$ cat src/hdl/uef_pkg.sv
package uef_pkg;

  // ****************************************************************
  // Geometry
  // ****************************************************************
  localparam int unsigned NUM_EP      = 4;
  localparam int unsigned EP_W        = 2;
  localparam int unsigned ADDR_W      = 8;
  localparam int unsigned DATA_W      = 16;
  localparam int unsigned FIFO_BYTE_W = 16;

  // ****************************************************************
  // Register offsets: base + endpoint * stride
  // ****************************************************************
  localparam logic [7:0] EP_STRIDE          = 8'h08;
  localparam logic [2:0] OFS_TX_FIFO_BASE   = 3'h0;
  localparam logic [2:0] OFS_RX_FIFO_BASE   = 3'h1;
  localparam logic [2:0] OFS_TX_FUNC        = 3'h2;
  localparam logic [2:0] OFS_TX_HUB_ID      = 3'h3;
  localparam logic [2:0] OFS_TX_HUB_PORT    = 3'h4;
  localparam logic [2:0] OFS_RX_FUNC        = 3'h5;
  localparam logic [2:0] OFS_RX_HUB_ID      = 3'h6;
  localparam logic [2:0] OFS_RX_HUB_PORT    = 3'h7;

  // ****************************************************************
  // Field layout
  // ****************************************************************
  localparam int unsigned FIFO_BASE_W   = 13;
  localparam int unsigned FIFO_UNIT_SH  = 3;
  localparam int unsigned ID7_W         = 7;
  localparam int unsigned MULT_TT_BIT   = 7;

  // ****************************************************************
  // Reset values
  // ****************************************************************
  localparam logic [12:0] RST_FIFO_BASE = 13'h0000;
  localparam logic [6:0]  RST_ID7       = 7'h00;
  localparam logic        RST_MULT_TT   = 1'b0;

endpackage : uef_pkg

$ cat src/hdl/uef_ep_if.sv
`timescale 1ns/100ps
`default_nettype none

// Per-endpoint fields passed from the register file to the token builder
interface uef_ep_if;
  logic [12:0] tx_fifo_base;
  logic [12:0] rx_fifo_base;
  logic [6:0]  tx_func;
  logic [6:0]  tx_hub;
  logic        tx_mult_tt;
  logic [6:0]  tx_port;
  logic [6:0]  rx_func;
  logic [6:0]  rx_hub;
  logic        rx_mult_tt;
  logic [6:0]  rx_port;

  modport regs (output tx_fifo_base, rx_fifo_base, tx_func, tx_hub, tx_mult_tt, tx_port,
                output rx_func, rx_hub, rx_mult_tt, rx_port);
  modport user (input tx_fifo_base, rx_fifo_base, tx_func, tx_hub, tx_mult_tt, tx_port,
                input rx_func, rx_hub, rx_mult_tt, rx_port);
endinterface : uef_ep_if

`default_nettype wire

$ cat src/hdl/uef_ep_regs.sv
`timescale 1ns/100ps
`default_nettype none

// Storage for one endpoint's eight registers
module uef_ep_regs (
  // Clock and reset
  input  wire logic        i_clk,
  input  wire logic        i_rstn,
  // Write access, already decoded to this endpoint
  input  wire logic        i_wr,
  input  wire logic [2:0]  i_sel,
  input  wire logic [15:0] i_wdata,
  // Read access
  input  wire logic [2:0]  i_rsel,
  output logic      [15:0] o_rdata,
  // Fields
  uef_ep_if.regs           ep
);

  typedef struct packed {
    logic [12:0] tx_base;
    logic [12:0] rx_base;
    logic [6:0]  tx_func;
    logic [6:0]  tx_hub;
    logic        tx_mtt;
    logic [6:0]  tx_port;
    logic [6:0]  rx_func;
    logic [6:0]  rx_hub;
    logic        rx_mtt;
    logic [6:0]  rx_port;
  } uef_epst_t;

  uef_epst_t st_ff;
  uef_epst_t nxt_st;

  // ****************************************************************
  // Next state from writes
  // ****************************************************************
  always_comb begin
    nxt_st = st_ff;
    if (i_wr) begin
      case (i_sel)
        uef_pkg::OFS_TX_FIFO_BASE: nxt_st.tx_base = i_wdata[12:0];  // [RULE1]
        uef_pkg::OFS_RX_FIFO_BASE: nxt_st.rx_base = i_wdata[12:0];  // [RULE2]
        uef_pkg::OFS_TX_FUNC:      nxt_st.tx_func = i_wdata[6:0];
        uef_pkg::OFS_TX_HUB_ID: begin
          nxt_st.tx_mtt = i_wdata[uef_pkg::MULT_TT_BIT];            // [RULE3]
          nxt_st.tx_hub = i_wdata[6:0];                             // [RULE3]
        end
        uef_pkg::OFS_TX_HUB_PORT:  nxt_st.tx_port = i_wdata[6:0];   // [RULE5]
        uef_pkg::OFS_RX_FUNC:      nxt_st.rx_func = i_wdata[6:0];
        uef_pkg::OFS_RX_HUB_ID: begin
          nxt_st.rx_mtt = i_wdata[uef_pkg::MULT_TT_BIT];            // [RULE4]
          nxt_st.rx_hub = i_wdata[6:0];                             // [RULE4]
        end
        uef_pkg::OFS_RX_HUB_PORT:  nxt_st.rx_port = i_wdata[6:0];
        default:                   nxt_st = st_ff;
      endcase
    end
  end

  // ****************************************************************
  // State register
  // ****************************************************************
  always_ff @(posedge i_clk or negedge i_rstn) begin
    if (!i_rstn) begin
      st_ff <= '{uef_pkg::RST_FIFO_BASE, uef_pkg::RST_FIFO_BASE, uef_pkg::RST_ID7,
                 uef_pkg::RST_ID7, uef_pkg::RST_MULT_TT, uef_pkg::RST_ID7,
                 uef_pkg::RST_ID7, uef_pkg::RST_ID7, uef_pkg::RST_MULT_TT,
                 uef_pkg::RST_ID7};
    end else begin
      st_ff <= nxt_st;
    end
  end

  // ****************************************************************
  // Read mux, reserved bits zero
  // ****************************************************************
  always_comb begin
    case (i_rsel)
      uef_pkg::OFS_TX_FIFO_BASE: o_rdata = {3'h0, st_ff.tx_base};             // [RULE1]
      uef_pkg::OFS_RX_FIFO_BASE: o_rdata = {3'h0, st_ff.rx_base};             // [RULE2]
      uef_pkg::OFS_TX_FUNC:      o_rdata = {9'h000, st_ff.tx_func};
      uef_pkg::OFS_TX_HUB_ID:    o_rdata = {8'h00, st_ff.tx_mtt, st_ff.tx_hub}; // [RULE3]
      uef_pkg::OFS_TX_HUB_PORT:  o_rdata = {9'h000, st_ff.tx_port};           // [RULE5]
      uef_pkg::OFS_RX_FUNC:      o_rdata = {9'h000, st_ff.rx_func};
      uef_pkg::OFS_RX_HUB_ID:    o_rdata = {8'h00, st_ff.rx_mtt, st_ff.rx_hub}; // [RULE4]
      uef_pkg::OFS_RX_HUB_PORT:  o_rdata = {9'h000, st_ff.rx_port};
      default:                   o_rdata = 16'h0000;
    endcase
  end

  // Field outputs
  assign ep.tx_fifo_base = st_ff.tx_base;
  assign ep.rx_fifo_base = st_ff.rx_base;
  assign ep.tx_func      = st_ff.tx_func;
  assign ep.tx_hub       = st_ff.tx_hub;
  assign ep.tx_mult_tt   = st_ff.tx_mtt;
  assign ep.tx_port      = st_ff.tx_port;
  assign ep.rx_func      = st_ff.rx_func;
  assign ep.rx_hub       = st_ff.rx_hub;
  assign ep.rx_mult_tt   = st_ff.rx_mtt;
  assign ep.rx_port      = st_ff.rx_port;

endmodule : uef_ep_regs

`default_nettype wire

$ cat src/hdl/uef_tok_fmt.sv
`timescale 1ns/100ps
`default_nettype none

// Forms token address, split fields and FIFO byte start for one endpoint
module uef_tok_fmt (
  // Selected endpoint fields
  uef_ep_if.user            ep,
  // Direction: 1 receive, 0 transmit
  input  wire logic         i_is_rx,
  // Formed fields
  output logic      [15:0]  o_fifo_start,
  output logic      [6:0]   o_func,
  output logic      [6:0]   o_hub,
  output logic      [6:0]   o_port,
  output logic              o_mult_tt
);

  // Byte location is eight times the stored unit count
  function automatic logic [15:0] uef_unit2byte(input logic [12:0] m);
    uef_unit2byte = {m, 3'h0};
  endfunction : uef_unit2byte

  // ****************************************************************
  // Direction select
  // ****************************************************************
  always_comb begin
    if (i_is_rx) begin
      o_fifo_start = uef_unit2byte(ep.rx_fifo_base);  // [RULE2]
      o_func       = ep.rx_func;                      // [RULE6]
      o_hub        = ep.rx_hub;                       // [RULE6]
      o_port       = ep.rx_port;                      // [RULE6]
      o_mult_tt    = ep.rx_mult_tt;                   // [RULE4]
    end else begin
      o_fifo_start = uef_unit2byte(ep.tx_fifo_base);  // [RULE1]
      o_func       = ep.tx_func;                      // [RULE6]
      o_hub        = ep.tx_hub;                       // [RULE6]
      o_port       = ep.tx_port;                      // [RULE6]
      o_mult_tt    = ep.tx_mult_tt;                   // [RULE3]
    end
  end

endmodule : uef_tok_fmt

`default_nettype wire

$ cat src/hdl/uef_top.sv
// Operation
// RULE1 - TX FIFO start is eight times value
// RULE2 - RX FIFO start eight times; bits 15-13 zero
// RULE3 - TX hub: bit7 multi-translator flag, hub 6-0
// RULE4 - RX hub: bit7 multi-translator flag, hub 6-0
// RULE5 - TX hub port 6-0, bit7 reads zero
// RULE6 - Fields address host tokens and splits
`timescale 1ns/100ps
`default_nettype none

module uef_top (
  // Clock and reset
  input  wire logic        i_clk,
  input  wire logic        i_rstn,
  // Register port
  input  wire logic [7:0]  i_addr,
  input  wire logic [15:0] i_wdata,
  input  wire logic        i_wr,
  input  wire logic        i_rd,
  output logic      [15:0] o_rdata,
  // Packet engine query
  input  wire logic [1:0]  i_ep,
  input  wire logic        i_is_rx,
  output logic      [15:0] o_fifo_start,
  output logic      [6:0]  o_func,
  output logic      [6:0]  o_hub,
  output logic      [6:0]  o_port,
  output logic             o_mult_tt
);

  typedef struct packed {
    logic [15:0] rdata;
    logic [15:0] fifo_start;
    logic [6:0]  func;
    logic [6:0]  hub;
    logic [6:0]  port;
    logic        mtt;
  } uef_topst_t;

  uef_topst_t st_ff;
  uef_topst_t nxt_st;

  logic [15:0] ep_rd   [uef_pkg::NUM_EP];
  logic [15:0] ep_fs   [uef_pkg::NUM_EP];
  logic [6:0]  ep_fn   [uef_pkg::NUM_EP];
  logic [6:0]  ep_hb   [uef_pkg::NUM_EP];
  logic [6:0]  ep_pt   [uef_pkg::NUM_EP];
  logic        ep_mt   [uef_pkg::NUM_EP];

  // Address split: endpoint in bits 4-3, register in 2-0, above must be zero
  function automatic logic uef_hit(input logic [7:0] a);
    uef_hit = (a[7:5] == 3'h0);
  endfunction : uef_hit

  // ****************************************************************
  // Endpoint banks
  // ****************************************************************
  for (genvar g = 0; g < uef_pkg::NUM_EP; g++) begin : g_ep
    uef_ep_if epi ();
    uef_ep_regs u_regs (
      .i_clk   (i_clk),
      .i_rstn  (i_rstn),
      .i_wr    (i_wr && uef_hit(i_addr) && (i_addr[4:3] == 2'(g))),
      .i_sel   (i_addr[2:0]),
      .i_wdata (i_wdata),
      .i_rsel  (i_addr[2:0]),
      .o_rdata (ep_rd[g]),
      .ep      (epi.regs)
    );
    uef_tok_fmt u_fmt (
      .ep           (epi.user),
      .i_is_rx      (i_is_rx),
      .o_fifo_start (ep_fs[g]),
      .o_func       (ep_fn[g]),
      .o_hub        (ep_hb[g]),
      .o_port       (ep_pt[g]),
      .o_mult_tt    (ep_mt[g])
    );
  end

  // ****************************************************************
  // Next state: read data and registered token fields
  // ****************************************************************
  always_comb begin
    nxt_st = st_ff;
    // Read data valid only the cycle after the strobe; unmapped reads zero
    if (i_rd && uef_hit(i_addr)) begin
      nxt_st.rdata = ep_rd[i_addr[4:3]];
    end else begin
      nxt_st.rdata = 16'h0000;
    end
    nxt_st.fifo_start = ep_fs[i_ep];  // [RULE1] [RULE2]
    nxt_st.func       = ep_fn[i_ep];  // [RULE6]
    nxt_st.hub        = ep_hb[i_ep];  // [RULE6]
    nxt_st.port       = ep_pt[i_ep];  // [RULE6]
    nxt_st.mtt        = ep_mt[i_ep];  // [RULE3] [RULE4]
  end

  // ****************************************************************
  // State register
  // ****************************************************************
  always_ff @(posedge i_clk or negedge i_rstn) begin
    if (!i_rstn) begin
      st_ff <= '0;
    end else begin
      st_ff <= nxt_st;
    end
  end

  // Outputs
  assign o_rdata      = st_ff.rdata;
  assign o_fifo_start = st_ff.fifo_start;
  assign o_func       = st_ff.func;
  assign o_hub        = st_ff.hub;
  assign o_port       = st_ff.port;
  assign o_mult_tt    = st_ff.mtt;

endmodule : uef_top

`default_nettype wire

$ cat config.mk
export PLATFORM = sky130hd
export DESIGN_NAME = uef_top
export DESIGN_NICKNAME = d
export VERILOG_FILES = /design/src/hdl/uef_pkg.sv /design/src/hdl/uef_ep_if.sv /design/src/hdl/uef_ep_regs.sv /design/src/hdl/uef_tok_fmt.sv /design/src/hdl/uef_top.sv
export SDC_FILE = /design/constraint.sdc
export NUM_CORES = 1
export LEC_CHECK = 0
export BUFFER_PORTS_ARGS = -buffer_cell sky130_fd_sc_hd__buf_2
export CORE_MARGIN = 3
export CORE_UTILIZATION = 55
export CTS_BUF_LIST = sky130_fd_sc_hd__clkbuf_4
export CTS_CLUSTER_DIAMETER = 60
export CTS_CLUSTER_SIZE = 28
export DETAILED_ROUTE_END_ITERATION = 8
export GPL_ROUTABILITY_DRIVEN = 0
export PLACE_DENSITY = 0.73
export SYNTH_ARGS = -nofsm -noshare
export SYNTH_HDL_FRONTEND = slang
export SYNTH_SLANG_ARGS = --single-unit
$ cat constraint.sdc
create_clock -name i_clk -period 1.9 [get_ports i_clk]
set_clock_uncertainty 0.15 [all_clocks]
set_input_delay 0.38 -clock i_clk [delete_from_list [all_inputs] [get_ports i_clk]]
set_output_delay 0.38 -clock i_clk [all_outputs]
set_load 0.05 [all_outputs]
==> key figures <==
Setup path
  • Crit path DAT: 1.41 ns
  • Reg2Reg Setup Slack: 0.07 ns
  • CP max stage delay: 0.47 ns
  • WP buf/inv: 1
  • Crit path max fanout: 1
  • Worst Reg-to-Reg Cells: 5
  • Cell family with most CP delay: flip-flops
  • CP required: 1.37 ns
  • FF-to-FF End: o_rdata[6]
  • Crit path kind: register to primary output
  • R2r startpoint: g_ep[0].u_regs.ep.rx_fifo_base[6]
  • Critical path, cell by cell: buf_6
  • Startpoint types: register
  • Type of element capturing the critical path: primary output
  • Crit path max-delay cell type: dfrtp_1

Run status
  • Outcome: finished with violations
  • Violated checks: setup timing

STA
  • Final setup fails: 7
  • Max-slew headroom: 58.6%
  • Fin crit period: 1.94 ns
  • Final period utilization: 102%
  • Final Max Slew Viols: 0
  • Final setup TNS: -0.141 ns
  • Hold Vio Cnt, Final: 0
  • Hold Slack: 0.0737 ns
  • RSZ-0062 raised after global routing: yes
  • Fmax: 516 MHz
  • Slew @ Worst Pin: 0.621 ns
  • Final worst setup slack: -0.0391 ns

Power
  • LEAKAGE: 0.00943 µW
  • Clock Power Share: 30.3%
  • Sequential Power Share: 55.0%
  • Max rail drop VDD: 776 µV
  • Sw power: 4190 µW
  • P_int: 9640 µW
  • Pwr/cell area: 703 nW/µm²
  • Sw frac: 30.3%
  • Combinational Power Share: 14.7%

Clock network
  • Htree depth: 1
  • Reg clk slew, reported paths: 0.22 ns
  • CTS max path bufs: 3
  • TritonCTS clock tree: built
  • Clk Latency, worst-skew pair: 0.79 ns
  • Clk root buf: clkbuf_4
  • CTS buffer count: 26
  • Clock sink count: 328

Finish
  • Syn-to-layout area delta: 19.3%
  • Commonest non-fill, non-tap cells in the layout: mux2_2, dfrtp_1, buf_4, mux4_2, nand2_1
  • Fin nets: 1,408
  • Layout cells sized above 1: 52.8%
  • Commonest non-fill, non-tap cell in the layout: mux2_2
  • Filler cell count in the final layout: 2,080
  • Cell Count, Final, Fillers Out: 1,782

Yosys
  • Syn_area_per_cell: 14.0 µm²
  • EDFF count, synth: 0
  • YS warnings: 0
  • Largest family of logic cells by synthesized area: multiplexers
  • Sequential area share after synthesis: 49.8%
  • Mux contribution to synthesized area: 35.5%
  • Adder-Cell Fraction of Synth Area: 0%
  • Post-Synth XOR/XNOR Area: 0%
  • Number of synthesized register bits: 328
  • Synth Area in Compound Gates: 6.67%
  • Mapped cell area: 16,500 µm²
  • Post-Synth Simple-Gate Area: 4.54%
  • Post-synth cell types: 56
  • Ys async rst share: 100%
  • Synth Flop Type: dfrtp_1
  • Syn Inst Count: 1,181

Floorplan
  • Core ar.: 29,100 µm²
  • Initial Utilization: 56.6%
  • Die H: 179 µm
  • # rows: 62
  • Ports: 85
  • Die span in x: 179 µm
  • Full die area: 32,100 µm²

Detailed routing
  • Post-route ant nets: 0
  • Vias per inst: 6.55
  • Iter 0 DRT Violations: 1,206
  • DR pass1 iterations: 8
  • Via count: 11,700
  • Final WL: 48.8 mm
  • DRC Markers: 0
  • Drt wl/cell: 27.4 µm

Job
  • Reported max-cap violation count: 0

Global routing
  • Number of global-route vias before repair: 11,700
  • Total gr overflow: 0
  • GRT Overall Usage: 31.2%
  • Initial antenna violation count: 2
  • First-pass GRT wire length: 73.9 mm
  • Largest net degree at the start of global routing: 65

Min path
  • Hold Crit Class: primary input to asynchronous set/reset pin

Placed design
  • Placed Instances: 1,720
  • Buffers added on ports: 75
  • Final HPWL DP: 35.3 mm
==> cell usage after synthesis, drive strengths merged (6+ instances only) <==
| library cell | count | area, µm² |
|---|---|---|
| nor3 | 7 | 45.0 |
| clkbuf | 38 | 143 |
| nor2 | 25 | 114 |
| nand3 | 12 | 60.1 |
| mux2 | 341 | 3840 |
| and3b | 6 | 52.6 |
| nand2b | 9 | 56.3 |
| a21oi | 19 | 95.1 |
| a221o | 9 | 90.1 |
| o21ai | 26 | 130 |
| buf | 68 | 397 |
| a22oi | 20 | 150 |
| a221oi | 32 | 280 |
| inv | 6 | 22.5 |
| mux4 | 74 | 1670 |
| nand2 | 56 | 213 |
| mux2i | 35 | 350 |
| dfrtp | 328 | 8210 |
==> sequential cells by signal, summed over array words and instances (netlist names) <==
name and cells:
o_func 7, o_fifo_start 13, o_port 7, g_ep.u_regs.ep.tx_func 28, g_ep.u_regs.ep.rx_fifo_base 52, g_ep.u_regs.ep.tx_mult_tt 4
g_ep.u_regs.ep.tx_port 28, g_ep.u_regs.ep.rx_mult_tt 4, g_ep.u_regs.ep.tx_hub 28, o_rdata 13, o_hub 7, g_ep.u_regs.ep.rx_hub 28
g_ep.u_regs.ep.rx_func 28, g_ep.u_regs.ep.rx_port 28, g_ep.u_regs.ep.tx_fifo_base 52, o_mult_tt 1
==> cell families after synthesis <==
logic type | count (synthesis)
AOI/OAI and AO/OA | 149
other | 1
DFF | 328
muxes | 450
buffers and inverters | 112
and+or+nand+nor | 141
==> tightest hold or removal path: stages <==
cell,delay [ns]
dlygate4sd3_1,0.56
buf_8,0.20
buf_12,0.22
==> routing by layer <==
metal	share of wire (%)	wire [µm]	up-vias	global-route usage, %
met2	45	22100	578	46.5
met1	43	20900	6102	46.7
met3	9.0	4370	102	6.82
li1	-	-	4892	-
met5	0.027	13	-	0
met4	2.9	1430	2	8.08
==> final cells by class <==
cell class                      count  area (µm²)  area share [%]
Clock buffer                       27         203            1.03
Sequential cell                   328        8210            41.7
Tap cell                          384         480            2.44
Inverter                            6        22.5           0.115
Multi-Input combinational cell    746        7760            39.5
Clock inverter                     21         348            1.77
Antenna cell                        1        2.50          0.0127
Timing Repair Buffer              269        2640            13.4
==> power groups by stage <==
stage | clock [µW] | sequential [µW] | combinational [µW]
after floorplan | 0 | 7770 | 1030
after global placement | 0 | 7690 | 1890
after detailed placement | 0 | 7710 | 1930
after CTS | 4270 | 7590 | 2010
after global routing | 4520 | 7650 | 2160
final | 4190 | 7610 | 2030
==> repair_timing <==
| item | CTS | global route |
|---|---|---|
| gates resized for setup | 87 | 13 |
| buffers inserted | 0 | 0 |
| hold endpoints to repair | 419 | 0 |
| hold buffers | 13 | 0 |
| setup endpoints to repair | 47 | 50 |
==> worst max path at each step <==
stage,depth (start not counted),startpoint,slack (ns),endpoint
final,1,o_rdata[12],-0.04,o_rdata[12]
after global routing,1,o_rdata[12],-0.12,o_rdata[12]
after CTS,1,o_rdata[12],-0.09,o_rdata[12]
after detailed placement,8,i_addr[2],-0.50,o_rdata[0]
after global placement,7,i_addr[2],-0.44,o_rdata[6]
after floorplan,4,i_is_rx,-0.02,o_fifo_start[10]
==> stage by stage <==
step                      power (µW)  area (µm²)  setup slack [ns]  utilization, %
after floorplan                 8790       16500           -0.0150               -
after global routing           14300       19700            -0.115            67.6
after CTS                      13900       19600           -0.0854            67.5
after detailed placement        9640       18700            -0.495            64.2
after global placement          9590       18700            -0.440            64.2
final                          13800       19700           -0.0391            67.6
Power figures use the tool's default switching activity.
